==> config.mk <==
export PLATFORM = sky130hd
export DESIGN_NAME = input_lock_sync_monitor
export DESIGN_NICKNAME = d
export VERILOG_FILES = /design/src/inc/lock_sync_pkg.sv /design/src/hw/input_channel_monitor.sv /design/src/hw/input_lock_sync_monitor.sv
export SDC_FILE = /design/constraint.sdc
export NUM_CORES = 1
export LEC_CHECK = 0
export BUFFER_PORTS_ARGS = -buffer_cell sky130_fd_sc_hd__buf_2
export CORE_MARGIN = 2
export CORE_UTILIZATION = 25
export CTS_CLUSTER_SIZE = 40
export DETAILED_ROUTE_END_ITERATION = 12
export PLACE_DENSITY = 0.41
export SKIP_CTS_REPAIR_TIMING = 1
export SLEW_MARGIN = 20
export SYNTH_ARGS = -nofsm -noshare
export SYNTH_HDL_FRONTEND = slang
export SYNTH_SLANG_ARGS = --single-unit
==> constraint.sdc <==
create_clock -name clock_in -period 4.2 [get_ports clock_in]
set_input_delay 0.84 -clock clock_in [delete_from_list [all_inputs] [get_ports clock_in]]
set_output_delay 0.84 -clock clock_in [all_outputs]
set_load 0.01 [all_outputs]
==> src/inc/lock_sync_pkg.sv <==
// shared constants and types of the input lock and sync monitor
package lock_sync_pkg;
  // ************************************************************
  // clock and input ranges
  // ************************************************************
  localparam int unsigned CLK_HZ = 25000000;
  localparam int unsigned PW = 11;
  localparam int unsigned NUM_IN = 6;
  localparam int unsigned MADI_MIN_HZ = 25000;
  localparam int unsigned MADI_MAX_HZ = 54000;
  localparam int unsigned WIDE_MIN_HZ = 27000;
  localparam int unsigned WIDE_MAX_HZ = 200000;
  localparam int unsigned OPT8_MIN_HZ = 31500;
  localparam int unsigned OPT8_MAX_HZ = 50000;
  localparam int unsigned INT_MIN_HZ = 28000;
  localparam int unsigned INT_MAX_HZ = 200000;
  localparam int unsigned INT_RST_HZ = 48000;
  localparam int unsigned DBL_HZ = 54000;
  localparam int unsigned QUAD_HZ = 108000;
  // periods in clock cycles: shortest from highest rate, longest from lowest
  localparam logic [PW-1:0] MADI_MIN_P = PW'(CLK_HZ / MADI_MAX_HZ);
  localparam logic [PW-1:0] MADI_MAX_P = PW'(CLK_HZ / MADI_MIN_HZ);
  localparam logic [PW-1:0] WIDE_MIN_P = PW'(CLK_HZ / WIDE_MAX_HZ);
  localparam logic [PW-1:0] WIDE_MAX_P = PW'(CLK_HZ / WIDE_MIN_HZ);
  localparam logic [PW-1:0] OPT8_MIN_P = PW'(CLK_HZ / OPT8_MAX_HZ);
  localparam logic [PW-1:0] OPT8_MAX_P = PW'(CLK_HZ / OPT8_MIN_HZ);
  localparam logic [PW-1:0] INT_MIN_P = PW'(CLK_HZ / INT_MAX_HZ);
  localparam logic [PW-1:0] INT_MAX_P = PW'(CLK_HZ / INT_MIN_HZ);
  localparam logic [PW-1:0] INT_PERIOD_RST = PW'(CLK_HZ / INT_RST_HZ);
  localparam logic [PW-1:0] DBL_P = PW'(CLK_HZ / DBL_HZ);
  localparam logic [PW-1:0] QUAD_P = PW'(CLK_HZ / QUAD_HZ);
  localparam logic [PW-1:0] DRIFT_CYC = 11'h004;
  localparam logic [3:0] LOCK_GOOD = 4'h8;
  localparam logic [7:0] WINDOW_REFS = 8'h40;
  localparam int unsigned FLASH_MS = 250;
  localparam int unsigned FLASH_CYC = CLK_HZ / 1000 * FLASH_MS;
  // ************************************************************
  // register map
  // ************************************************************
  localparam logic [7:0] REG_CTRL = 8'h00;
  localparam logic [7:0] REG_INT_PERIOD = 8'h04;
  localparam logic [7:0] REG_STATE = 8'h08;
  localparam logic [7:0] REG_IRQ_STATUS = 8'h0C;
  localparam logic [7:0] REG_IRQ_MASK = 8'h10;
  localparam logic [7:0] REG_INFO = 8'h14;
  localparam int unsigned IRQ_W = 14;
  localparam int unsigned IRQ_LOCK_LSB = 0;
  localparam int unsigned IRQ_SYNC_LSB = 6;
  localparam int unsigned IRQ_REJECT = 12;
  localparam int unsigned IRQ_REF_FAULT = 13;
  localparam int unsigned IN_MADI = 0;
  localparam int unsigned IN_AES = 1;
  localparam int unsigned IN_OPT1 = 2;
  localparam int unsigned IN_OPT2 = 3;
  localparam int unsigned IN_SPDIF = 4;
  localparam int unsigned IN_WCK = 5;
  localparam logic [6:0] CH_56 = 7'h38;
  localparam logic [6:0] CH_64 = 7'h40;
  localparam logic [6:0] CH_HIGH = 7'h20;
  localparam logic [6:0] CH_QUAD = 7'h10;
  // ************************************************************
  // types
  // ************************************************************
  typedef enum logic [2:0] {
    REF_INTERNAL = 3'b000, REF_OPT8 = 3'b001, REF_AES = 3'b010, REF_MADI = 3'b011, REF_WORD = 3'b100
  } ref_src_t;
  typedef enum logic [1:0] {ST_NO_LOCK = 2'b00, ST_LOCK = 2'b01, ST_SYNC = 2'b10} clock_state_t;
  typedef enum logic [1:0] {FRAME_56CH = 2'b00, FRAME_64CH = 2'b01, FRAME_HIGH_RATE = 2'b10} madi_frame_t;
  typedef enum logic [1:0] {
    SPLIT_NONE = 2'b00, DOUBLE_RATE_CHANNEL_SPLIT = 2'b01, QUAD_RATE_CHANNEL_SPLIT = 2'b10
  } channel_split_t;
  typedef struct packed {
    logic frame_tick;
    logic locked;
    logic synced;
  } chan_stat_t;
endpackage

==> src/hw/input_channel_monitor.sv <==
// lock and synchronism tracker for one incoming frame clock
`timescale 1ns/1ps
`default_nettype none
module input_channel_monitor #(
  parameter logic [10:0] MIN_P = 11'h07D,
  parameter logic [10:0] MAX_P = 11'h39D,
  parameter bit AUTO_DIV = 1'b0
) (
  // clock, reset and enable
  input wire logic clock_in,
  input wire logic rst_n_in,
  input wire logic ce_in,
  // frame clock from the receiver and reference tick
  input wire logic frame_in,
  input wire logic ref_tick_in,
  // status
  output var lock_sync_pkg::chan_stat_t stat_out,
  output logic [1:0] rate_mult_out
);
  import lock_sync_pkg::*;

  typedef struct packed {
    logic s1;
    logic s2;
    logic s3;
    logic lvl;
    logic [PW-1:0] cnt;
    logic [PW-1:0] last;
    logic [3:0] good;
    logic locked;
    logic [1:0] mult;
    logic [1:0] div;
    logic tick;
    logic [7:0] rcnt;
    logic [7:0] ecnt;
    logic synced;
  } chan_state_t;

  chan_state_t s, next_s;
  logic rise, in_range, near, fire;
  logic [PW-1:0] diff;
  logic [7:0] total;

  // ************************************************************
  // period tracking and synchronism window
  // ************************************************************
  always_comb begin
    next_s = s;
    next_s.s1 = frame_in;
    next_s.s2 = s.s1;
    next_s.s3 = s.s2;
    next_s.tick = 1'b0;
    if (s.s2 == s.s3) begin
      next_s.lvl = s.s3;
    end
    rise = s.s2 & s.s3 & ~s.lvl;
    in_range = (s.cnt >= MIN_P) && (s.cnt <= MAX_P);
    diff = (s.cnt > s.last) ? s.cnt - s.last : s.last - s.cnt;
    near = diff <= DRIFT_CYC;
    fire = 1'b0;
    if (rise) begin
      next_s.cnt = PW'(1);
      next_s.last = s.cnt;
      if (in_range && near) begin
        if (s.good != LOCK_GOOD) begin
          next_s.good = s.good + 4'h1;
        end
      end else begin
        next_s.good = 4'h0;
      end
      next_s.locked = in_range && near && (s.good >= LOCK_GOOD - 4'h1);
      if (AUTO_DIV && in_range) begin
        next_s.mult = (s.cnt < QUAD_P) ? 2'h2 : ((s.cnt < DBL_P) ? 2'h1 : 2'h0);
      end
      next_s.div = s.div + 2'h1;
      case (s.mult)
        2'h2: fire = (s.div == 2'h0);
        2'h1: fire = ~s.div[0];
        default: fire = 1'b1;
      endcase
      next_s.tick = fire && next_s.locked;
    end else if (s.cnt > MAX_P) begin
      // carrier gone: drop lock rather than wait for an edge that may never come
      next_s.locked = 1'b0;
      next_s.good = 4'h0;
    end else begin
      next_s.cnt = s.cnt + PW'(1);
    end
    total = (s.ecnt == 8'hFF) ? 8'hFF : s.ecnt + {7'h00, s.tick};
    next_s.ecnt = total;
    if (ref_tick_in) begin
      if (s.rcnt == WINDOW_REFS - 8'h01) begin
        next_s.synced = s.locked && (total == WINDOW_REFS);
        next_s.rcnt = 8'h00;
        next_s.ecnt = 8'h00;
      end else begin
        next_s.rcnt = s.rcnt + 8'h01;
      end
    end
    if (!next_s.locked) begin
      next_s.synced = 1'b0;
    end
  end

  always_ff @(posedge clock_in) begin
    if (!rst_n_in) begin
      s <= '0;
    end else if (ce_in) begin
      s <= next_s;
    end
  end

  assign stat_out = '{frame_tick: s.tick, locked: s.locked, synced: s.synced};
  assign rate_mult_out = s.mult;
endmodule // input_channel_monitor
`default_nettype wire

==> src/hw/input_lock_sync_monitor.sv <==
// input lock and synchronism monitor with indicators and wishbone registers
// Notes on behaviour
// - receiver counts as locked once periods match, and stays locked through small drift
// - a locked optical or coaxial stream makes its indicator flash
// - an input locked but not synchronous with the reference keeps flashing
// - inputs synchronous with the reference show a steady indicator
// - software reads each input as no lock, lock or sync
// - master mode runs on internal clock; follow mode takes the selected input
// - reference is internal, eight-channel optical, coaxial, multichannel or word clock
// - internal rate only between 28 kHz and 200 kHz; other values rejected
// - multichannel receiver locks only from 25 kHz to 54 kHz
// - coaxial and optical coaxial-format receivers lock from 27 kHz to 200 kHz
// - eight-channel optical receivers lock from 31.5 to 50 kHz, following varispeed
// - word clock locks 27-200 kHz, double and quad rate divided to single
// - multichannel frame modes 56, 64 and high-rate; 56, 64 or 32 channels without a split
`timescale 1ns/1ps
`default_nettype none
module input_lock_sync_monitor #(
  parameter int unsigned FLASH_CYCLES = lock_sync_pkg::FLASH_CYC
) (
  // clock, reset and enable
  input wire logic clock_in,
  input wire logic rst_n_in,
  input wire logic ce_in,
  // wishbone slave
  input wire logic wb_cyc_in,
  input wire logic wb_stb_in,
  input wire logic wb_we_in,
  input wire logic [7:0] wb_adr_in,
  input wire logic [3:0] wb_sel_in,
  input wire logic [31:0] wb_dat_in,
  output logic [31:0] wb_dat_out,
  output logic wb_ack_out,
  // receivers
  input wire logic [5:0] frame_in,
  input wire lock_sync_pkg::madi_frame_t madi_frame_mode_in,
  // indicators, reference and interrupt
  output logic [5:0] sync_indicator_out,
  output logic sample_tick_out,
  output logic [6:0] madi_channels_out,
  output logic irq_out
);
  import lock_sync_pkg::*;

  typedef struct packed {
    logic follow_input_clock_mode;
    ref_src_t ref_sel;
    channel_split_t split;
    logic [PW-1:0] int_period;
    logic [PW-1:0] int_cnt;
    logic int_tick;
    logic [IRQ_W-1:0] irq_status;
    logic [IRQ_W-1:0] irq_mask;
    logic irq;
    logic ack;
    logic [31:0] rdata;
    logic [22:0] flash_cnt;
    logic flash;
    logic [NUM_IN-1:0] prev_lock;
    logic [NUM_IN-1:0] prev_sync;
    logic [NUM_IN-1:0] ind;
    logic out_tick;
    logic prev_fault;
    logic [6:0] madi_ch;
  } mon_state_t;

  mon_state_t s, next_s;
  chan_stat_t stat [NUM_IN];
  logic [1:0] mult [NUM_IN];
  logic [NUM_IN-1:0] locks, syncs;
  logic [2*NUM_IN-1:0] states;
  logic [IRQ_W-1:0] events, clr;
  logic [31:0] wval, ctrl_word;
  logic hit, follow_ok, ref_tick, fault;
  int unsigned ridx;

  // ************************************************************
  // helpers
  // ************************************************************
  function automatic clock_state_t clk_state(input chan_stat_t c);
    if (!c.locked) begin
      return ST_NO_LOCK;
    end else if (c.synced) begin
      return ST_SYNC;
    end
    return ST_LOCK;
  endfunction

  function automatic int unsigned ref_index(input ref_src_t r);
    case (r)
      REF_OPT8: return IN_OPT1;
      REF_AES: return IN_AES;
      REF_WORD: return IN_WCK;
      default: return IN_MADI;
    endcase
  endfunction

  function automatic logic [31:0] merge32(input logic [31:0] old_v, input logic [31:0] new_v,
                                          input logic [3:0] sel);
    logic [31:0] r;
    r = old_v;
    for (int b = 0; b < 4; b++) begin
      if (sel[b]) begin
        r[8*b +: 8] = new_v[8*b +: 8];
      end
    end
    return r;
  endfunction

  // ************************************************************
  // one tracker per input
  // ************************************************************
  for (genvar i = 0; i < NUM_IN; i++) begin : g_chan
    localparam logic [PW-1:0] LO = (i == IN_MADI) ? MADI_MIN_P :
                                   (((i == IN_OPT1) || (i == IN_OPT2)) ? OPT8_MIN_P : WIDE_MIN_P);
    localparam logic [PW-1:0] HI = (i == IN_MADI) ? MADI_MAX_P :
                                   (((i == IN_OPT1) || (i == IN_OPT2)) ? OPT8_MAX_P : WIDE_MAX_P);
    // ranges per receiver type; only the word clock divides double and quad rates
    input_channel_monitor #(
      .MIN_P(LO),
      .MAX_P(HI),
      .AUTO_DIV(i == IN_WCK)
    ) u_chan (
      .clock_in(clock_in),
      .rst_n_in(rst_n_in),
      .ce_in(ce_in),
      .frame_in(frame_in[i]),
      .ref_tick_in(ref_tick),
      .stat_out(stat[i]),
      .rate_mult_out(mult[i])
    );
  end

  // ************************************************************
  // next state
  // ************************************************************
  always_comb begin
    next_s = s;
    for (int k = 0; k < NUM_IN; k++) begin
      locks[k] = stat[k].locked;
      syncs[k] = stat[k].synced;
      states[2*k +: 2] = clk_state(stat[k]);
    end
    ridx = ref_index(s.ref_sel);
    follow_ok = s.follow_input_clock_mode && (s.ref_sel != REF_INTERNAL) && locks[ridx];
    // internal divider keeps running in follow mode so a fallback needs no restart
    next_s.int_tick = 1'b0;
    if (s.int_cnt >= s.int_period - PW'(1)) begin
      next_s.int_cnt = '0;
      next_s.int_tick = 1'b1;
    end else begin
      next_s.int_cnt = s.int_cnt + PW'(1);
    end
    ref_tick = follow_ok ? stat[ridx].frame_tick : s.int_tick;
    next_s.out_tick = ref_tick;
    if (s.flash_cnt >= 23'(FLASH_CYCLES - 1)) begin
      next_s.flash_cnt = 23'h000000;
      next_s.flash = ~s.flash;
    end else begin
      next_s.flash_cnt = s.flash_cnt + 23'h000001;
    end
    for (int k = 0; k < NUM_IN; k++) begin
      unique case (clk_state(stat[k]))
        ST_SYNC: next_s.ind[k] = 1'b1;
        ST_LOCK: next_s.ind[k] = s.flash;
        ST_NO_LOCK: next_s.ind[k] = 1'b0;
        default: next_s.ind[k] = 1'b0;
      endcase
    end
    case (madi_frame_mode_in)
      FRAME_HIGH_RATE: next_s.madi_ch = (s.split == QUAD_RATE_CHANNEL_SPLIT) ? CH_QUAD : CH_HIGH;
      FRAME_56CH: next_s.madi_ch = CH_56 >> s.split;
      default: next_s.madi_ch = CH_64 >> s.split;
    endcase
    fault = s.follow_input_clock_mode && (s.ref_sel != REF_INTERNAL) && !follow_ok;
    events = '0;
    events[IRQ_LOCK_LSB +: NUM_IN] = locks ^ s.prev_lock;
    events[IRQ_SYNC_LSB +: NUM_IN] = syncs ^ s.prev_sync;
    events[IRQ_REF_FAULT] = fault && !s.prev_fault;
    next_s.prev_lock = locks;
    next_s.prev_sync = syncs;
    next_s.prev_fault = fault;
    // wishbone: one wait state, ack for a single cycle
    ctrl_word = {26'h0000000, s.split, s.ref_sel, s.follow_input_clock_mode};
    hit = wb_cyc_in && wb_stb_in && !s.ack;
    next_s.ack = hit;
    clr = '0;
    wval = 32'h00000000;
    if (hit && wb_we_in) begin
      case (wb_adr_in)
        REG_CTRL: begin
          wval = merge32(ctrl_word, wb_dat_in, wb_sel_in);
          next_s.follow_input_clock_mode = wval[0];
          next_s.ref_sel = (wval[3:1] > 3'h4) ? REF_INTERNAL : ref_src_t'(wval[3:1]);
          next_s.split = (wval[5:4] == 2'h3) ? SPLIT_NONE : channel_split_t'(wval[5:4]);
        end
        REG_INT_PERIOD: begin
          wval = merge32({21'h000000, s.int_period}, wb_dat_in, wb_sel_in);
          if ((wval >= 32'(INT_MIN_P)) && (wval <= 32'(INT_MAX_P))) begin
            next_s.int_period = wval[PW-1:0];
          end else begin
            events[IRQ_REJECT] = 1'b1;
          end
        end
        REG_IRQ_STATUS: begin
          wval = merge32(32'h00000000, wb_dat_in, wb_sel_in);
          clr = wval[IRQ_W-1:0];
        end
        REG_IRQ_MASK: begin
          wval = merge32({18'h00000, s.irq_mask}, wb_dat_in, wb_sel_in);
          next_s.irq_mask = wval[IRQ_W-1:0];
        end
        default: begin
        end
      endcase
    end
    next_s.rdata = 32'h00000000;
    if (hit && !wb_we_in) begin
      case (wb_adr_in)
        REG_CTRL: next_s.rdata = ctrl_word;
        REG_INT_PERIOD: next_s.rdata = {21'h000000, s.int_period};
        REG_STATE: next_s.rdata = {20'h00000, states};
        REG_IRQ_STATUS: next_s.rdata = {18'h00000, s.irq_status};
        REG_IRQ_MASK: next_s.rdata = {18'h00000, s.irq_mask};
        REG_INFO: next_s.rdata = {17'h00000, s.madi_ch, 5'h00, mult[IN_WCK], follow_ok};
        default: next_s.rdata = 32'h00000000;
      endcase
    end
    // a new event wins over a clear in the same cycle
    next_s.irq_status = (s.irq_status & ~clr) | events;
    next_s.irq = |(next_s.irq_status & next_s.irq_mask);
  end

  always_ff @(posedge clock_in) begin
    if (!rst_n_in) begin
      s <= '0;
      s.int_period <= INT_PERIOD_RST;
    end else if (ce_in) begin
      s <= next_s;
    end
  end

  assign wb_dat_out = s.rdata;
  assign wb_ack_out = s.ack;
  assign sync_indicator_out = s.ind;
  assign sample_tick_out = s.out_tick;
  assign madi_channels_out = s.madi_ch;
  assign irq_out = s.irq;
endmodule // input_lock_sync_monitor
`default_nettype wire

==> reports/results.tsv <==
metric	value	unit
yosysWarnings	0	
avgSynthCellArea	7.69	um2
drc	0	
regArea	8470	um2
cts_buffers	53	
final_nets	3749	
synth_edf_count	0	
skew	0.0415	ns
fin_crit_sh	81.4	%
clock_latency	0.64	ns
worst_setup_path_end_kind	register	
syn_inst	3515	
muxShareOfSynthArea	3.06	%
min_from	frame_in[5]	
place_congestion	0.854	
clkSinkCount	423	
hold_path_depth	3	
synthSimpleGateAreaFrac	24.2	%
synth_top_family_by_area	simple AND/OR/NAND/NOR gates	
antenna_found_initial	0	
reg2reg_to	g_chan[5].u_chan.stat_out[0]	
leakage	11.2	nW
cp.arrival	3.97	ns
fillCellCount	11607	
vias_per_cell	4.89	
yosysTopAreaCell	dfxtp_1	
mostFrequentLayoutCell	nand2_1	
worst-path-max-fanout	8	
cts_max_path_buffers	3	
synth_ff_type	dfxtp_1	
rrSetupSlack	0.78	ns
cts-root-buf	clkbuf_16	
path_class	reg -> reg	
grt.overflow.total	0	
required	4.76	ns
pre_cts_ws	0.516	ns
hold_viol_final	0	
start_kind	register	
yosys.area.top_type_share	31.3	%
tns	0	ns
drive_above_1_share	7.54	%
power.density	319	nW/um2
worstReg2RegStart	g_chan[5].u_chan.s[39]	
synthArstFlopShare	0	%
dieArea	111000	um2
port_buffers	88	
start_util	25.2	%
grt_pass1_vias	23369	
design.core.area	107000	um2
fin_crit	3.42	ns
cts_tree	done	
relSlewSlack	44.3	%
outcome	complete, no violations	
cts_htree_levels	2	
netlist_area	27000	um2
drt_iter0_drc	1376	
hold_class	in -> reg	
die_w	333	um
synthAdderAreaFrac	9.03	%
finalWorstSetupSlack	0.783	ns
grt_usage	14.4	%
clk_pin_slew	0.06	ns
grt_first_pass_wirelength	132000	um
rsz0062_at_grt	no	
clock.fmax	0.293	GHz
routedWlPerCell	16.5	um
tightestPinTransition	0.827	ns
min_to	g_chan[5].u_chan.next_s[51]	
io_pins	106	
ys_ff_latch	423	
synth_compound_area_share	21.2	%
rows	120	
setup_violations	0	
fp.dieH	333	um
place_inst	4844	
seq_area_frac_synth	31.3	%
synthXorXnorAreaFrac	4.96	%
fin_cells	4943	
via_count	24170	
synth.top_cells.by_area	dfxtp_1 31%, ha_1 9.0%, a21oi_1 6.4%	
grt_max_degree	87	
n_antenna_cell	0	
mostFrequentLayoutCells	433 x nand2_1, 423 x dfxtp_1, 346 x a21oi_1	
ir_worst_vdd	0.000245	V
drt_wl_total	81500	um
area_delta_synth_final	12.8	%
rr_worst_depth	10	
max_cap_violations	0	
ant_nets	0	
hpwl	58300	um
synth.distinct_cells	95	
multi_input_area	16900	um2
maxSlewViolCount	0	
firstDrtPassIters	5	
-- stage by stage --
step           total power, mW  hold slack, ns  instance area (um2)  util (%)
6_report                  9.73           0.449                30500      28.5
3_5_place_dp              5.03           0.447                28600      26.8
4_1_cts                   9.91           0.410                30500      28.5
2_1_floorplan             4.78           0.436                27100         -
5_1_grt                   10.2           0.436                30500      28.5
3_3_place_gp              5.03           0.445                28600      26.8
-- per-layer routing --
layer | routed length, um | global-route usage, % | share of wire, %
met1 | 40100 | 19.8 | 49
met2 | 37100 | 24.0 | 46
met3 | 2660 | 1.67 | 3.3
met4 | 1540 | 3.34 | 1.9
met5 | 0 | 0 | 0
-- synth_stat cells (43+ instances only) --
master / n
nor2_1: 329
a211oi_1: 49
dfxtp_1: 423
xnor2_1: 79
o21ai_0: 155
nand4_1: 69
ha_1: 195
xor2_1: 74
a21oi_1: 346
mux2i_1: 77
nand2_1: 433
buf_4: 45
clkbuf_1: 144
inv_1: 179
nand3_1: 128
nor3_1: 85
a21o_1: 53
or3_1: 43
-- how the worst max path moves through the flow --
stage | from | end | cells past startpoint
final | g_chan[5].u_chan.s[39] | g_chan[5].u_chan.stat_out[0] | 10
after global routing | g_chan[4].u_chan.s[33] | g_chan[4].u_chan.stat_out[0] | 11
after global placement | wb_adr_in[0] | irq_out | 10
after detailed placement | wb_adr_in[0] | irq_out | 10
after floorplan | wb_adr_in[0] | irq_out | 11
after CTS | g_chan[4].u_chan.s[42] | g_chan[4].u_chan.stat_out[0] | 10
-- power breakdown --
part / total [mW] / switching (mW) / leakage (nW) / internal (mW)
clock network: 4.79 / 1.94 / 0.895 / 2.85
logic: 0.792 / 0.485 / 6.94 / 0.307
registers: 4.14 / 0.0778 / 3.42 / 4.06
total: 9.73 / 2.50 / 11.2 / 7.23
-- logic make-up after synthesis --
family / after synthesis
AND/OR/NAND/NOR: 1367
AO/OA/AOI/OAI: 899
flip-flops: 423
buffers and inverters: 395
adder cells (fa/ha/maj): 195
XOR/XNOR: 153
multiplexers: 82
other: 1
-- area by class of cell --
class                           count  share of cell area [%]
Timing Repair Buffer              126                    2.63
Clock inverter                     20                   0.793
Tap cell                         1403                    5.76
Multi-Input combinational cell   2713                    55.6
Sequential cell                   423                    27.8
Clock buffer                       79                    5.20
Inverter                          179                    2.24
-- worst max-delay path: stages (launching register included) --
cell and delay [ns]:
dfxtp_1 0.48, ha_1 0.35, nor2b_1 0.18, or2_2 0.30, a221oi_1 0.33, mux2_2 0.38
a21oi_1 0.16, a41oi_1 0.23, a211oi_2 0.51, nand3_1 0.19, a211oi_1 0.25
-- sequential cells by signal, indices dropped and copies added (netlist names), 2 cells and up --
signal / count
g_chan.u_chan.s: 266
s: 88
g_chan.u_chan.stat_out: 18
wb_dat_out: 15
g_chan.u_chan.next_s: 12
madi_channels_out: 7
ctrl_word: 6
sync_indicator_out: 6
g_chan.u_chan.rate_mult_out: 2
Note: power is estimated with default switching activity, not from simulation.
